$ cat config.mk
export PLATFORM = sky130hd
export DESIGN_NAME = single_wire_clock_divider_reset
export DESIGN_NICKNAME = d
export VERILOG_FILES = /design/src/verilog/swd_pkg.sv /design/src/verilog/tick_if.sv /design/src/verilog/bus_tick_divider.sv /design/src/verilog/single_wire_clock_divider_reset.sv
export VERILOG_INCLUDE_DIRS = /design/src /design/src/verilog
export SDC_FILE = /design/constraint.sdc
export NUM_CORES = 1
export LEC_CHECK = 0
export BUFFER_PORTS_ARGS = -buffer_cell sky130_fd_sc_hd__buf_4
export CAP_MARGIN = 20
export CORE_AREA = 4 4 76 78
export DETAILED_ROUTE_END_ITERATION = 10
export DIE_AREA = 0 0 80 82
export SLEW_MARGIN = 25
export SYNTH_ARGS = -nofsm -noshare
export SYNTH_HDL_FRONTEND = slang
export SYNTH_SLANG_ARGS = --single-unit
$ cat constraint.sdc
create_clock -name i_mclk -period 1.95 [get_ports i_mclk]
set_clock_uncertainty 0.1 [all_clocks]
set_input_delay 0.2925 -clock i_mclk [delete_from_list [all_inputs] [get_ports i_mclk]]
set_output_delay 0.2925 -clock i_mclk [all_outputs]
set_load 0.02 [all_outputs]
$ cat src/verilog/swd_params.svh
// Constants for the single-wire timebase and soft-reset block.
// Assumes 16-bit register accesses at byte offsets from the block base.
`ifndef SWD_PARAMS_SVH
`define SWD_PARAMS_SVH

// Register offsets (byte address within the block)
`define SWD_ADDR_W 3
`define SWD_OFS_DIVIDE 3'h2
`define SWD_OFS_RESET 3'h4

// Field layout
`define SWD_DIV_MSB 7
`define SWD_DIV_LSB 0
`define SWD_RST_BIT 0

// Reset values
`define SWD_DIV_RST 8'h00
`define SWD_RST_RST 1'b0
`define SWD_WORD_ZERO 16'h0000

// Timing: target module clock period against the bus clock period
`define SWD_TICK_NS 1000
`define SWD_MCLK_NS 25
`define SWD_TICK_CYC ((`SWD_TICK_NS) / (`SWD_MCLK_NS))

`endif

$ cat src/verilog/swd_pkg.sv
// Types shared by the single-wire timebase and soft-reset block.
// Assumes swd_params.svh supplies the numeric constants.
package swd_pkg;

  typedef logic [15:0] reg_word_t;

  // Register selected by an access, one-hot
  typedef enum logic [2:0] {
    SEL_NONE = 3'b001,
    SEL_DIV = 3'b010,
    SEL_RST = 3'b100
  } reg_sel_t;

endpackage

$ cat src/verilog/tick_if.sv
// Link between the register owner and the timebase divider.
// Assumes both ends run on the same bus clock.
`timescale 1ns/1ps

interface tick_if #(
  parameter int DIV_W = 8
);
  logic [DIV_W-1:0] factor;
  logic hold;
  logic tick;

  modport divider (input factor, input hold, output tick);
  modport owner (output factor, output hold, input tick);
endinterface
$ cat src/verilog/bus_tick_divider.sv
// Divides the bus clock by factor plus one into a one-cycle tick.
// Assumes factor and hold come from logic on the same clock.
`timescale 1ns/1ps

module bus_tick_divider
  import swd_pkg::*;
#(
  parameter int DIV_W = 8
) (
  // Clock and reset
  input wire logic i_mclk,
  input wire logic i_srst,
  // Owner side
  tick_if.divider tk
);

  logic [DIV_W-1:0] cnt;
  logic tick_q;

  assign tk.tick = tick_q;

  ////////////////////////////////////////////////////////////////////////
  // Counter: period is factor plus one bus clocks
  always_ff @(posedge i_mclk) begin
    if (i_srst || tk.hold) begin
      cnt <= '0;
      tick_q <= 1'b0;
    end else if (cnt >= tk.factor) begin
      cnt <= '0;
      tick_q <= 1'b1;
    end else begin
      cnt <= cnt + 1'b1;
      tick_q <= 1'b0;
    end
  end

  ////////////////////////////////////////////////////////////////////////
  // Checks
  logic [DIV_W:0] gap;
  logic steady;
  logic [DIV_W-1:0] last_factor;

  always_ff @(posedge i_mclk) begin
    if (i_srst || tk.hold) begin
      gap <= '0;
      steady <= 1'b0;
      last_factor <= '0;
    end else begin
      last_factor <= tk.factor;
      if (tk.factor != last_factor) begin
        steady <= 1'b0;
      end else if (tick_q) begin
        steady <= 1'b1;
      end
      gap <= tick_q ? {{DIV_W{1'b0}}, 1'b1} : gap + 1'b1;
    end
  end
endmodule

$ cat src/verilog/single_wire_clock_divider_reset.sv
// Timebase and software reset of an on-chip single-wire bus master.
// Assumes a 16-bit register port on the bus clock, and a bus state
// machine elsewhere that uses o_tick as its timing and o_sm_reset.
`timescale 1ns/1ps
`include "swd_params.svh"

module single_wire_clock_divider_reset
  import swd_pkg::*;
#(
  parameter int DIV_W = 8
) (
  // Clock and reset
  input wire logic i_mclk,
  input wire logic i_srst,
  // Register port, 16-bit accesses
  input wire logic [`SWD_ADDR_W-1:0] i_addr,
  input wire logic i_wr_en,
  input wire logic i_rd_en,
  input wire logic [15:0] i_wdata,
  output logic [15:0] o_rdata,
  // Source clock status
  input wire logic i_clock_lock_indication,
  // Bus state machine side
  input wire logic i_line_drive_low,
  output logic o_tick,
  output logic o_sm_reset,
  // Open-drain data line
  output logic o_dq_out,
  output logic o_dq_oe
);

  ////////////////////////////////////////////////////////////////////////
  // Address decode
  function automatic reg_sel_t decode_sel(
    input logic [`SWD_ADDR_W-1:0] addr
  );
    reg_sel_t sel;
    if (addr == `SWD_OFS_DIVIDE) begin
      sel = SEL_DIV;
    end else if (addr == `SWD_OFS_RESET) begin
      sel = SEL_RST;
    end else begin
      sel = SEL_NONE;
    end
    return sel;
  endfunction

  reg_sel_t wr_sel;
  reg_sel_t rd_sel;
  assign wr_sel = decode_sel(i_addr);
  assign rd_sel = wr_sel;

  ////////////////////////////////////////////////////////////////////////
  // Registers
  logic [DIV_W-1:0] divide_factor;
  logic soft_rst;

  always_ff @(posedge i_mclk) begin
    if (i_srst) begin
      divide_factor <= `SWD_DIV_RST;
    end else if (i_wr_en && wr_sel == SEL_DIV) begin
      divide_factor <= i_wdata[`SWD_DIV_MSB:`SWD_DIV_LSB];
    end
  end

  // No self-clear: stays set until software writes zero
  always_ff @(posedge i_mclk) begin
    if (i_srst) begin
      soft_rst <= `SWD_RST_RST;
    end else if (i_wr_en && wr_sel == SEL_RST) begin
      soft_rst <= i_wdata[`SWD_RST_BIT];
    end
  end

  // Read data, reserved bits zero
  always_ff @(posedge i_mclk) begin
    if (i_srst) begin
      o_rdata <= `SWD_WORD_ZERO;
    end else if (i_rd_en) begin
      if (rd_sel == SEL_DIV) begin
        o_rdata <= {{(16 - DIV_W){1'b0}}, divide_factor};
      end else if (rd_sel == SEL_RST) begin
        o_rdata <= {15'h0000, soft_rst};
      end else begin
        o_rdata <= `SWD_WORD_ZERO;
      end
    end
  end

  ////////////////////////////////////////////////////////////////////////
  // Lock status synchroniser
  logic [2:0] lock_sync;
  logic lock_ok;

  always_ff @(posedge i_mclk) begin
    if (i_srst) begin
      lock_sync <= 3'h0;
    end else begin
      lock_sync <= {lock_sync[1:0], i_clock_lock_indication};
    end
  end

  always_ff @(posedge i_mclk) begin
    if (i_srst) begin
      lock_ok <= 1'b0;
    end else if (lock_sync[1] == lock_sync[2]) begin
      lock_ok <= lock_sync[2];
    end
  end

  ////////////////////////////////////////////////////////////////////////
  // Timebase: restarts in phase when soft reset is released
  tick_if #(.DIV_W(DIV_W)) tk ();

  assign tk.factor = divide_factor;
  assign tk.hold = soft_rst || !lock_ok;

  bus_tick_divider #(.DIV_W(DIV_W)) u_div (
    .i_mclk(i_mclk),
    .i_srst(i_srst),
    .tk(tk)
  );

  always_ff @(posedge i_mclk) begin
    if (i_srst) begin
      o_tick <= 1'b0;
    end else begin
      o_tick <= tk.tick;
    end
  end

  always_ff @(posedge i_mclk) begin
    if (i_srst) begin
      o_sm_reset <= 1'b1;
    end else begin
      o_sm_reset <= soft_rst;
    end
  end

  ////////////////////////////////////////////////////////////////////////
  // Line driver: only pulls low, soft reset releases it one clock after the bit sets
  always_ff @(posedge i_mclk) begin
    if (i_srst) begin
      o_dq_oe <= 1'b0;
      o_dq_out <= 1'b0;
    end else begin
      o_dq_oe <= i_line_drive_low && !soft_rst;
      o_dq_out <= 1'b0;
    end
  end
endmodule

==> results of run 1 <==
==> cell type report <==
cell class / instances / area [µm²] / share of cell area, %
clock inverter: 3 / 46.3 / 2.51
clock buffer: 5 / 68.8 / 3.73
sequential: 33 / 661 / 35.8
timing repair buffer: 29 / 218 / 11.8
inverter: 9 / 33.8 / 1.83
multi-input combinational: 115 / 731 / 39.6
tap: 70 / 87.6 / 4.75
==> per-stage QoR <==
| step | total power [mW] | cell area (µm²) | util, % | hold WS [ns] | setup WS (ns) |
|---|---|---|---|---|---|
| final | 1.43 | 1850 | 36.4 | 0.109 | 0.165 |
| after global routing | 1.50 | 1850 | 36.4 | 0.106 | 0.0800 |
| after CTS | 1.45 | 1850 | 36.4 | 0.100 | 0.151 |
| after detailed placement | 0.808 | 1730 | 34.1 | 0.340 | 0.173 |
| after global placement | 0.807 | 1730 | 34.1 | 0.326 | 0.183 |
| after floorplan | 0.775 | 1510 | - | 0.264 | 0.278 |
==> synth_stat cells <==
| cell | n |
|---|---|
| dfxtp_1 | 33 |
| nand2b_1 | 1 |
| mux2i_1 | 3 |
| clkbuf_1 | 4 |
| or4_4 | 1 |
| and2_1 | 1 |
| a21oi_1 | 16 |
| ha_1 | 9 |
| buf_4 | 9 |
| o21a_1 | 1 |
| nor4bb_1 | 3 |
| conb_1 | 1 |
| a21oi_2 | 1 |
| nor3_1 | 8 |
| and3_1 | 1 |
| nand3b_1 | 2 |
| nand2_1 | 4 |
| xor2_1 | 2 |
| or3_1 | 1 |
| inv_1 | 9 |
| nor2_1 | 27 |
| o31ai_4 | 1 |
| xnor2_1 | 4 |
| nor2b_1 | 12 |
| buf_2 | 1 |
| a21oi_4 | 2 |
| nand3_1 | 4 |
| a21o_1 | 1 |
| o21ai_0 | 1 |
==> worst max-delay path, delay by kind of cell (launching register included) <==
family	cells	cell delay, ns
AND/OR/NAND/NOR	2	0.74
flip-flops	1	0.34
AO/OA/AOI/OAI	2	0.28
adder cells (fa/ha/maj)	1	0.19
buffers and inverters	1	0.06
==> cell families (layout without fill, tap and decap cells) <==
group,count (synthesis),in the layout,synth area share (%)
XOR/XNOR,6,6,3.56
AO/OA/AOI/OAI,23,23,11.0
flip-flops,33,33,44.7
AND/OR/NAND/NOR,65,65,22.5
multiplexers,3,3,2.03
other,1,9,0.254
adder cells (fa/ha/maj),9,9,7.63
buffers and inverters,23,46,8.22
==> flip-flops by register name (all words and copies together), names as in the netlist <==
| signal | flops |
|---|---|
| divide_factor | 8 |
| o_sm_reset | 1 |
| o_tick | 1 |
| lock_sync | 3 |
| u_div.tk.tick | 1 |
| o_dq_oe | 1 |
| lock_ok | 1 |
| o_rdata | 8 |
| u_div.cnt | 8 |
| soft_rst | 1 |
==> layer usage <==
layer / global-route usage [%] / share of wire [%] / vias up
li1: - / - / 578
met1: 10.2 / 45 / 475
met2: 13.7 / 49 / 19
met3: 3.62 / 5.0 / 3
met4: 3.04 / 0.91 / 0
met5: 0 / 0 / -
==> power breakdown <==
| group | switching, mW | total, mW | internal [mW] |
|---|---|---|---|
| clock | 0.253 | 0.635 | 0.382 |
| sequential | 0.00391 | 0.687 | 0.683 |
| combinational | 0.0594 | 0.104 | 0.0446 |
| total | 0.316 | 1.43 | 1.11 |
==> worst max path at each step <==
stage / from / end / cells past startpoint
after global placement: divide_factor[1]$_SDFFE_PP0P_ / u_div.tk.tick$_SDFF_PP0_ / 6
final: divide_factor[1]$_SDFFE_PP0P_ / u_div.cnt[6]$_SDFF_PP0_ / 6
after global routing: divide_factor[1]$_SDFFE_PP0P_ / u_div.cnt[4]$_SDFF_PP0_ / 6
after floorplan: divide_factor[1]$_SDFFE_PP0P_ / u_div.tk.tick$_SDFF_PP0_ / 6
after CTS: divide_factor[1]$_SDFFE_PP0P_ / u_div.cnt[6]$_SDFF_PP0_ / 6
after detailed placement: divide_factor[1]$_SDFFE_PP0P_ / u_div.cnt[3]$_SDFF_PP0_ / 6
==> metrics.yaml, run 1 <==
status: "complete, no violations"
yosysUniqueCellTypes: 29
start_util_pct: 29.1
h-tree-depth: 2
critPathArrivalTime_ns: 1.89
final_common_cell: "dfxtp_1"
synth_area_um2: 1480
grt_overflow: 0
clkSlewWorstSetupHoldPaths_ns: 0.07
whs_endpoint: "o_dq_oe$_SDFF_PP0_"
period_minus_slack_ns: 1.78
cts_tree: "yes"
p_leak_nw: 0.749
insertedDiodeCount: 0
rrSetupSlack_ns: 0.17
synth.yosys.seq_area_share_pct: 44.7
required_ns: 2.05
slowest_delay_ns: 0.54
fin_nets: 227
finalCritPeriodShare_pct: 91.5
grt_pass1_vias: 1006
cts-resized-gates: 0
drt_iter0_markers: 32
gp_congestion: 0.677
die_y_um: 82
critPathCaptureType: "flip-flop"
clk_latency_ns: 0.28
area_growth_pct: 25.0
antenna_found_initial: 0
fillers: 543
core_um2: 5070
viasPerCell: 4.07
routed_wirelength_mm: 2.64
clock_path_buffers: 2
max_cap_viol_count: 0
ff2ff_path_depth: 6
hp-start: "i_line_drive_low"
min_path_cells: 2
drc_errors: 0
cts_buffers: 5
final-hold-violation-count: 0
yosysWarnings: 0
r2r-end: "u_div.cnt[6]$_SDFF_PP0_"
hold_class: "primary input to flip-flop"
powerDensity_nw_per_um2: 772
hpwl_mm: 2.05
numPortBuffers: 27
cts_sinks: 33
dieWidth_um: 80
antenna_left: 0
slowest_stage: "or4_4"
cp-start-kind: "flip-flop"
fp-row-count: 26
fin_cells: 264
tns_ns: 0
avgSynthCellArea_um2: 9.06
drive_gt1_share_pct: 22.2
cts_root_buf: "clkbuf_8"
r2r_start: "divide_factor[1]$_SDFFE_PP0P_"
grt_first_pass_wirelength_mm: 4.37
syn_inst: 163
ys_ff_latch: 33
place_inst: 256
yosysTopAreaCellShare_pct: 44.7
hold_buffers: 0
yosys-top-cells-area: "dfxtp_1, ha_1, nor2_1"
worstPathCellList: "inv_1, ha_1, or4_4, a21oi_4, o31ai_4, nor3_1"
dr_total_vias: 1075
grt_usage_pct: 8.55
slew_violations: 0
die_area_um2: 6560
fmax_mhz: 560
critPathKind: "flip-flop to flip-flop"
io_pins: 45
post_cts_buffers: 0
grt_max_degree: 24
synth_largest_area_cell: "dfxtp_1"
mostFrequentLayoutCells: "dfxtp_1, buf_4, nor2_1, a21oi_1, nor2b_1"
drt_first_pass_iters: 6
irDropWorstVdd_mv: 0.429
crit_fanout: 9
setup_viol_count_final: 0
wl_per_cell_um: 9.99
rsz0062_at_grt: "no"
(Power assumes the default switching activity.)
==> run 2: changes to the inputs <==
--- a/config.mk
+++ b/config.mk
@@ -12,4 +12,6 @@
 export DETAILED_ROUTE_END_ITERATION = 10
 export DIE_AREA = 0 0 80 82
+export GPL_TIMING_DRIVEN = 0
+export SETUP_SLACK_MARGIN = 0.02
 export SLEW_MARGIN = 25
 export SYNTH_ARGS = -nofsm -noshare
==> constraint.sdc (replaced) <==
create_clock -name i_mclk -period 1.95 [get_ports i_mclk]
set_clock_uncertainty 0.1 [all_clocks]
set_input_delay 0.195 -clock i_mclk [delete_from_list [all_inputs] [get_ports i_mclk]]
set_output_delay 0.195 -clock i_mclk [all_outputs]
set_load 0.02 [all_outputs]
==> run 2 against run 1 <==
Compared with the run above: core utilization grew 1.5 points; global-route usage grew 0.95 points; via count increased by 6.3%; sequential power about the same; setup slack gained 0.0052 ns; maximum frequency grew 0.29%; combinational power increased by 14%; clock power is 3.9% higher; sequential cell count is the same; power increased by 2.9%; cell count grew 4.9%; worst hold slack lost 0.092 ns; critical endpoint is now u_div.cnt[2]$_SDFF_PP0_.
==> metrics.yaml, run 2 (synthesis gave the netlist of run 1 again) <==
status: "complete, no violations"
hp-start: "i_line_drive_low"
drt_iter0_markers: 48  # +50%
place_worst_setup_slack_ns: 0.170  # -0.00342 ns
finalCritPeriodShare_pct: 91.3  # -0.27 points
rsz0062_at_grt: "yes"
max_cap_viol_count: 0  # unchanged
rrSetupSlack_ns: 0.17  # about the same
fmax_mhz: 562  # +0.29%
min_path_cells: 2  # unchanged
h-tree-depth: 2  # unchanged
mostFrequentLayoutCells: "buf_4, dfxtp_1, nor2_1, a21oi_1, nor2b_1"
route.layer.met1.wl_mm: 1.30  # +8.6%
p_switching_uw: 310  # -1.9%
critPathCaptureType: "flip-flop"
dr_wl_met2_mm: 1.32  # +2.3%
r2r_start: "divide_factor[1]$_SDFFE_PP0P_"
p_int_mw: 1.16  # +4.3%
die_area_um2: 6560  # unchanged
antenna_found_initial: 0  # unchanged
core_um2: 5070  # unchanged
tns_ns: 0  # unchanged
fin_nets: 240  # +5.7%
grt_max_degree: 11  # -54%
wl_met3_um: 125  # -4.6%
wl_per_cell_um: 10.1  # +0.80%
final_common_cell: "buf_4"
grt_pass1_vias: 1039  # +3.3%
slew_violations: 0  # unchanged
post_cts_buffers: 0  # unchanged
setup_viol_count_final: 0  # unchanged
irDropWorstVdd_mv: 0.314  # -27%
clkSlewWorstSetupHoldPaths_ns: 0.07  # about the same
critPathKind: "flip-flop to flip-flop"
clockPowerShare_pct: 45.0  # +0.5 points
hold_class: "primary input to flip-flop"
cts_buffers: 5  # unchanged
powerDensity_nw_per_um2: 763  # -1.2%
antenna_left: 0  # unchanged
crit_fanout: 9  # unchanged
cp-start-kind: "flip-flop"
required_ns: 2.05  # about the same
grt_first_pass_wirelength_mm: 4.76  # +9.0%
numPortBuffers: 27  # unchanged
grt_overflow: 0  # unchanged
viasPerCell: 4.13  # +1.3%
power.share.sequential_pct: 46.9  # -1.3 points
drt_first_pass_iters: 4  # -2
switching_share_pct: 21.1  # -1.0 points
cts_sinks: 33  # unchanged
postLayoutSetupSlackWorst_ns: 0.170  # +0.00525 ns
start_util_pct: 29.1  # unchanged
routed_wirelength_mm: 2.79  # +5.8%
dieWidth_um: 80  # unchanged
clk_latency_ns: 0.28  # about the same
clock_path_buffers: 2  # unchanged
area_growth_pct: 30.3
r2r-end: "u_div.cnt[2]$_SDFF_PP0_"
insertedDiodeCount: 0  # unchanged
fin_hold_ws_ns: 0.0171  # -0.0918 ns
routed.top_layer: "met4"
cts_tree: "yes"
whs_endpoint: "o_dq_oe$_SDFF_PP0_"
grt_usage_pct: 9.50  # +0.95 points
fillers: 542  # -0.18%
cts_root_buf: "clkbuf_8"
hpwl_mm: 2.16  # +5.5%
drive_gt1_share_pct: 23.7  # +1.5 points
period_minus_slack_ns: 1.78  # -0.00525 ns
io_pins: 45  # unchanged
fp-row-count: 26  # unchanged
final-hold-violation-count: 0  # unchanged
p_leak_nw: 0.806  # +7.5%
final_core_util_pct: 37.9  # +1.5 points
total_power_mw: 1.47  # +2.9%
top_regs: "divide_factor (8), o_rdata (8), u_div.cnt (8)"
critPathArrivalTime_ns: 1.88  # about the same
dr_total_vias: 1143  # +6.3%
power_frac_comb_pct: 8.1  # +0.8 points
drc_errors: 0  # unchanged
die_y_um: 82  # unchanged
ff2ff_path_depth: 6  # unchanged
cts-resized-gates: 0  # unchanged
gp_congestion: 0.707  # +4.5%
==> run 2: cell types whose count changed in the layout (fill, tap and decap cells not counted), sizes merged <==
cell | before | now
dlygate4sd3 | 0 | 1
clkinvlp | 1 | 0
buf | 29 | 37
clkbuf | 5 | 11
clkinv | 1 | 0
==> run 2: per-stage QoR <==
step / instances / area (µm²)
after floorplan: 171 / 1510
after global placement: 268 / 1800
after detailed placement: 268 / 1800
after CTS: 277 / 1920
after global routing: 277 / 1920
final: 277 / 1920
==> run 2: cell type report <==
class	instances	area (µm²)	area share [%]
clock buffers	7	86.3	4.49
multi-input cells	115	724	37.7
well taps	70	87.6	4.55
clock inverters	1	30.0	1.56
plain buffers	14	87.6	4.55
inverters	9	33.8	1.76
repair buffers	28	213	11.1
flip-flops and latches	33	661	34.4
==> run 2: per-layer routing <==
layer / track usage, % / up-vias
met5: 0 / -
met2: 14.2 / 21
met4: 5.07 / 0
met3: 3.40 / 7
li1: - / 606
met1: 11.9 / 509
==> run 2: what timing repair did <==
action	CTS	global route
endpoints found under the hold margin	2	0
hold buffers	1	0
setup endpoints to repair	0	1
==> run 2: power groups by stage <==
stage	logic (mW)	registers [mW]	clock network, mW
floorplan	0.0702	0.705	0
global placement	0.119	0.702	0
detailed placement	0.119	0.703	0
CTS	0.121	0.687	0.680
global route	0.134	0.688	0.718
finish	0.119	0.687	0.660
==> run 2: worst max path at each step <==
stage,startpoint,to,slack [ns],depth (start not counted)
3_3_place_gp,divide_factor[1]$_SDFFE_PP0P_,u_div.tk.tick$_SDFF_PP0_,0.17,6
5_1_grt,divide_factor[1]$_SDFFE_PP0P_,u_div.cnt[6]$_SDFF_PP0_,0.02,6
3_5_place_dp,divide_factor[1]$_SDFFE_PP0P_,u_div.cnt[6]$_SDFF_PP0_,0.17,6
4_1_cts,divide_factor[1]$_SDFFE_PP0P_,u_div.cnt[6]$_SDFF_PP0_,0.15,6
2_1_floorplan,divide_factor[1]$_SDFFE_PP0P_,u_div.tk.tick$_SDFF_PP0_,0.28,6
6_report,divide_factor[1]$_SDFFE_PP0P_,u_div.cnt[2]$_SDFF_PP0_,0.17,6
==> run 2: worst max-delay path, cell delays in order, from the launching register on <==
cell	delay [ns]
dfxtp_1	0.34
inv_1	0.06
ha_1	0.19
or4_4	0.54
a21oi_4	0.15
o31ai_4	0.13
nor3_1	0.20
==> run 3: changes to the inputs <==
- REMOVE_ABC_BUFFERS: not set -> 1
==> run 3 against run 2 <==
Compared with the run above: design area shrank 5.1%; sequential power is essentially flat; maximum frequency grew 1.0%; cell count shrank 5.4%; wire length shrank 3.4%; setup slack gained 0.018 ns; non-clock buffer count shrank 14; first-iteration DRC count shrank 58%; via count shrank 3.7%; die area is the same; sequential cell count is the same; register-to-register slack gained 0.02 ns; critical path type unchanged; critical endpoint is now u_div.cnt[6]$_SDFF_PP0_.
==> metrics.yaml, run 3 (synthesis gave the netlist of run 1 again) <==
hold_buffers: 0  # -1
final-hold-violation-count: 0  # unchanged
place_inst: 255  # -4.9%
finalCritPeriodShare_pct: 90.3  # -0.92 points
powerDensity_nw_per_um2: 710  # -6.9%
top_regs: "divide_factor (8), o_rdata (8), u_div.cnt (8)"
period_minus_slack_ns: 1.76  # -0.0179 ns
start_util_pct: 29.1  # unchanged
grt_max_degree: 24  # +13
critPathCaptureType: "flip-flop"
fp-row-count: 26  # unchanged
status: "complete, no violations"
cp-start-kind: "flip-flop"
antenna_left: 0  # unchanged
critPathArrivalTime_ns: 1.85  # -0.03 ns
fin_nets: 226  # -5.8%
required_ns: 2.04  # about the same
grt_first_pass_wirelength_mm: 4.46  # -6.2%
core_um2: 5070  # unchanged
grt_pass1_vias: 1015  # -2.3%
insertedDiodeCount: 0  # unchanged
irDropWorstVdd_mv: 0.346  # +10%
clkSlewWorstSetupHoldPaths_ns: 0.06  # about the same
clk_latency_ns: 0.27  # about the same
drc_errors: 0  # unchanged
cts_tree: "yes"
drt_first_pass_iters: 3  # -1
grt_usage_pct: 8.84  # -0.66 points
gp_congestion: 0.752  # +6.4%
p_leak_nw: 0.743  # -7.8%
drt_iter0_markers: 20  # -58%
cts_root_buf: "clkbuf_8"
max_cap_viol_count: 0  # unchanged
worstMarginPinSlew_ns: 0.792
wl_per_cell_um: 10.3  # +2.2%
grt_overflow: 0  # unchanged
slew_violations: 0  # unchanged
die_area_um2: 6560  # unchanged
area_growth_pct: 23.6
rrSetupSlack_ns: 0.19  # +0.02 ns
rsz0062_at_grt: "no"
multiInputGateArea_um2: 746  # +2.9%
setup_viol_count_final: 0  # unchanged
antenna_found_initial: 0  # unchanged
h-tree-depth: 2  # unchanged
final_common_cell: "dfxtp_1"
hpwl_mm: 2.01  # -7.2%
fillers: 548  # +1.1%
routed_wirelength_mm: 2.70  # -3.4%
die_y_um: 82  # unchanged
cts_sinks: 33  # unchanged
cts-resized-gates: 0  # unchanged
cts_buffers: 5  # unchanged
numPortBuffers: 27  # unchanged
crit_fanout: 9  # unchanged
post_cts_buffers: 0  # unchanged
fmax_mhz: 568  # +1.0%
critPathKind: "flip-flop to flip-flop"
clock_path_buffers: 2  # unchanged
io_pins: 45  # unchanged
slew_headroom_pct: 46.4
fin_cells: 262  # -5.4%
final-seq-area_um2: 661  # unchanged
final_core_util_pct: 35.9  # -1.9 points
dieWidth_um: 80  # unchanged
drive_gt1_share_pct: 21.4  # -2.3 points
hold_class: "primary input to flip-flop"
dr_total_vias: 1101  # -3.7%
viasPerCell: 4.20  # +1.8%
mostFrequentLayoutCells: "dfxtp_1, buf_4, nor2_1, a21oi_1, nor2b_1"
run 3: cell types whose count changed in the layout (fill, tap and decap cells not counted):
cell | previous run | this run
buf_2 | 1 | 0
buf_4 | 36 | 28
bufinv_16 | 1 | 0
clkbuf_1 | 5 | 1
dlygate4sd3_1 | 1 | 0
nor4bb_1 | 3 | 1
nor4bb_2 | 0 | 1
nor4bb_4 | 0 | 1
run 3: area by class of cell:
| cell class | instances | area share [%] |
|---|---|---|
| multi-input cells | 115 | 40.9 |
| inverters | 9 | 1.85 |
| flip-flops and latches | 33 | 36.2 |
| clock buffers | 7 | 4.73 |
| well taps | 70 | 4.80 |
| repair buffers | 28 | 11.5 |
run 3: metal layers:
metal | global-route usage (%) | wire length [µm] | up-vias
li1 | - | - | 582
met1 | 11.2 | 1340 | 489
met2 | 13.4 | 1160 | 28
met3 | 3.07 | 167 | 2
met4 | 4.05 | 28 | 0
met5 | 0 | 0 | -
run 3: power breakdown:
group          switching, mW  internal [mW]  leakage (nW)  total [mW]
Sequential           0.00363          0.683         0.267       0.687
Combinational         0.0610         0.0458         0.431       0.107
Clock                  0.222          0.280        0.0443       0.501
run 3: stage by stage:
stage	instance area, µm²	worst slack [ns]	hold WS [ns]	power (mW)	setup TNS, ns
6_report	1820	0.188	0.0213	1.30	0
5_1_grt	1820	0.0778	0.0281	1.36	0
4_1_cts	1820	0.178	0.0106	1.32	0
3_5_place_dp	1740	0.195	0.302	0.810	0
3_3_place_gp	1710	-0.702	0.302	0.805	-5.22
2_1_floorplan	1420	-0.0238	0.164	0.756	-0.0238
run 3: path summary, 6_finish.rpt:
kind,to,startpoint,depth (start not counted)
max,u_div.cnt[6]$_SDFF_PP0_,divide_factor[1]$_SDFFE_PP0P_,6
min reg2reg,lock_sync[1]$_SDFF_PP0_,lock_sync[0]$_SDFF_PP0_,1
max reg2reg,u_div.cnt[6]$_SDFF_PP0_,divide_factor[1]$_SDFFE_PP0P_,6
min,o_dq_oe$_SDFF_PP0_,i_line_drive_low,2
run 3: critical path, cell delays in order, from the launching register on:
cell     delay (ns)
dfxtp_1        0.33
inv_1          0.06
ha_1           0.19
or4_4          0.54
a21oi_4        0.14
o31ai_4        0.13
nor3_1         0.20
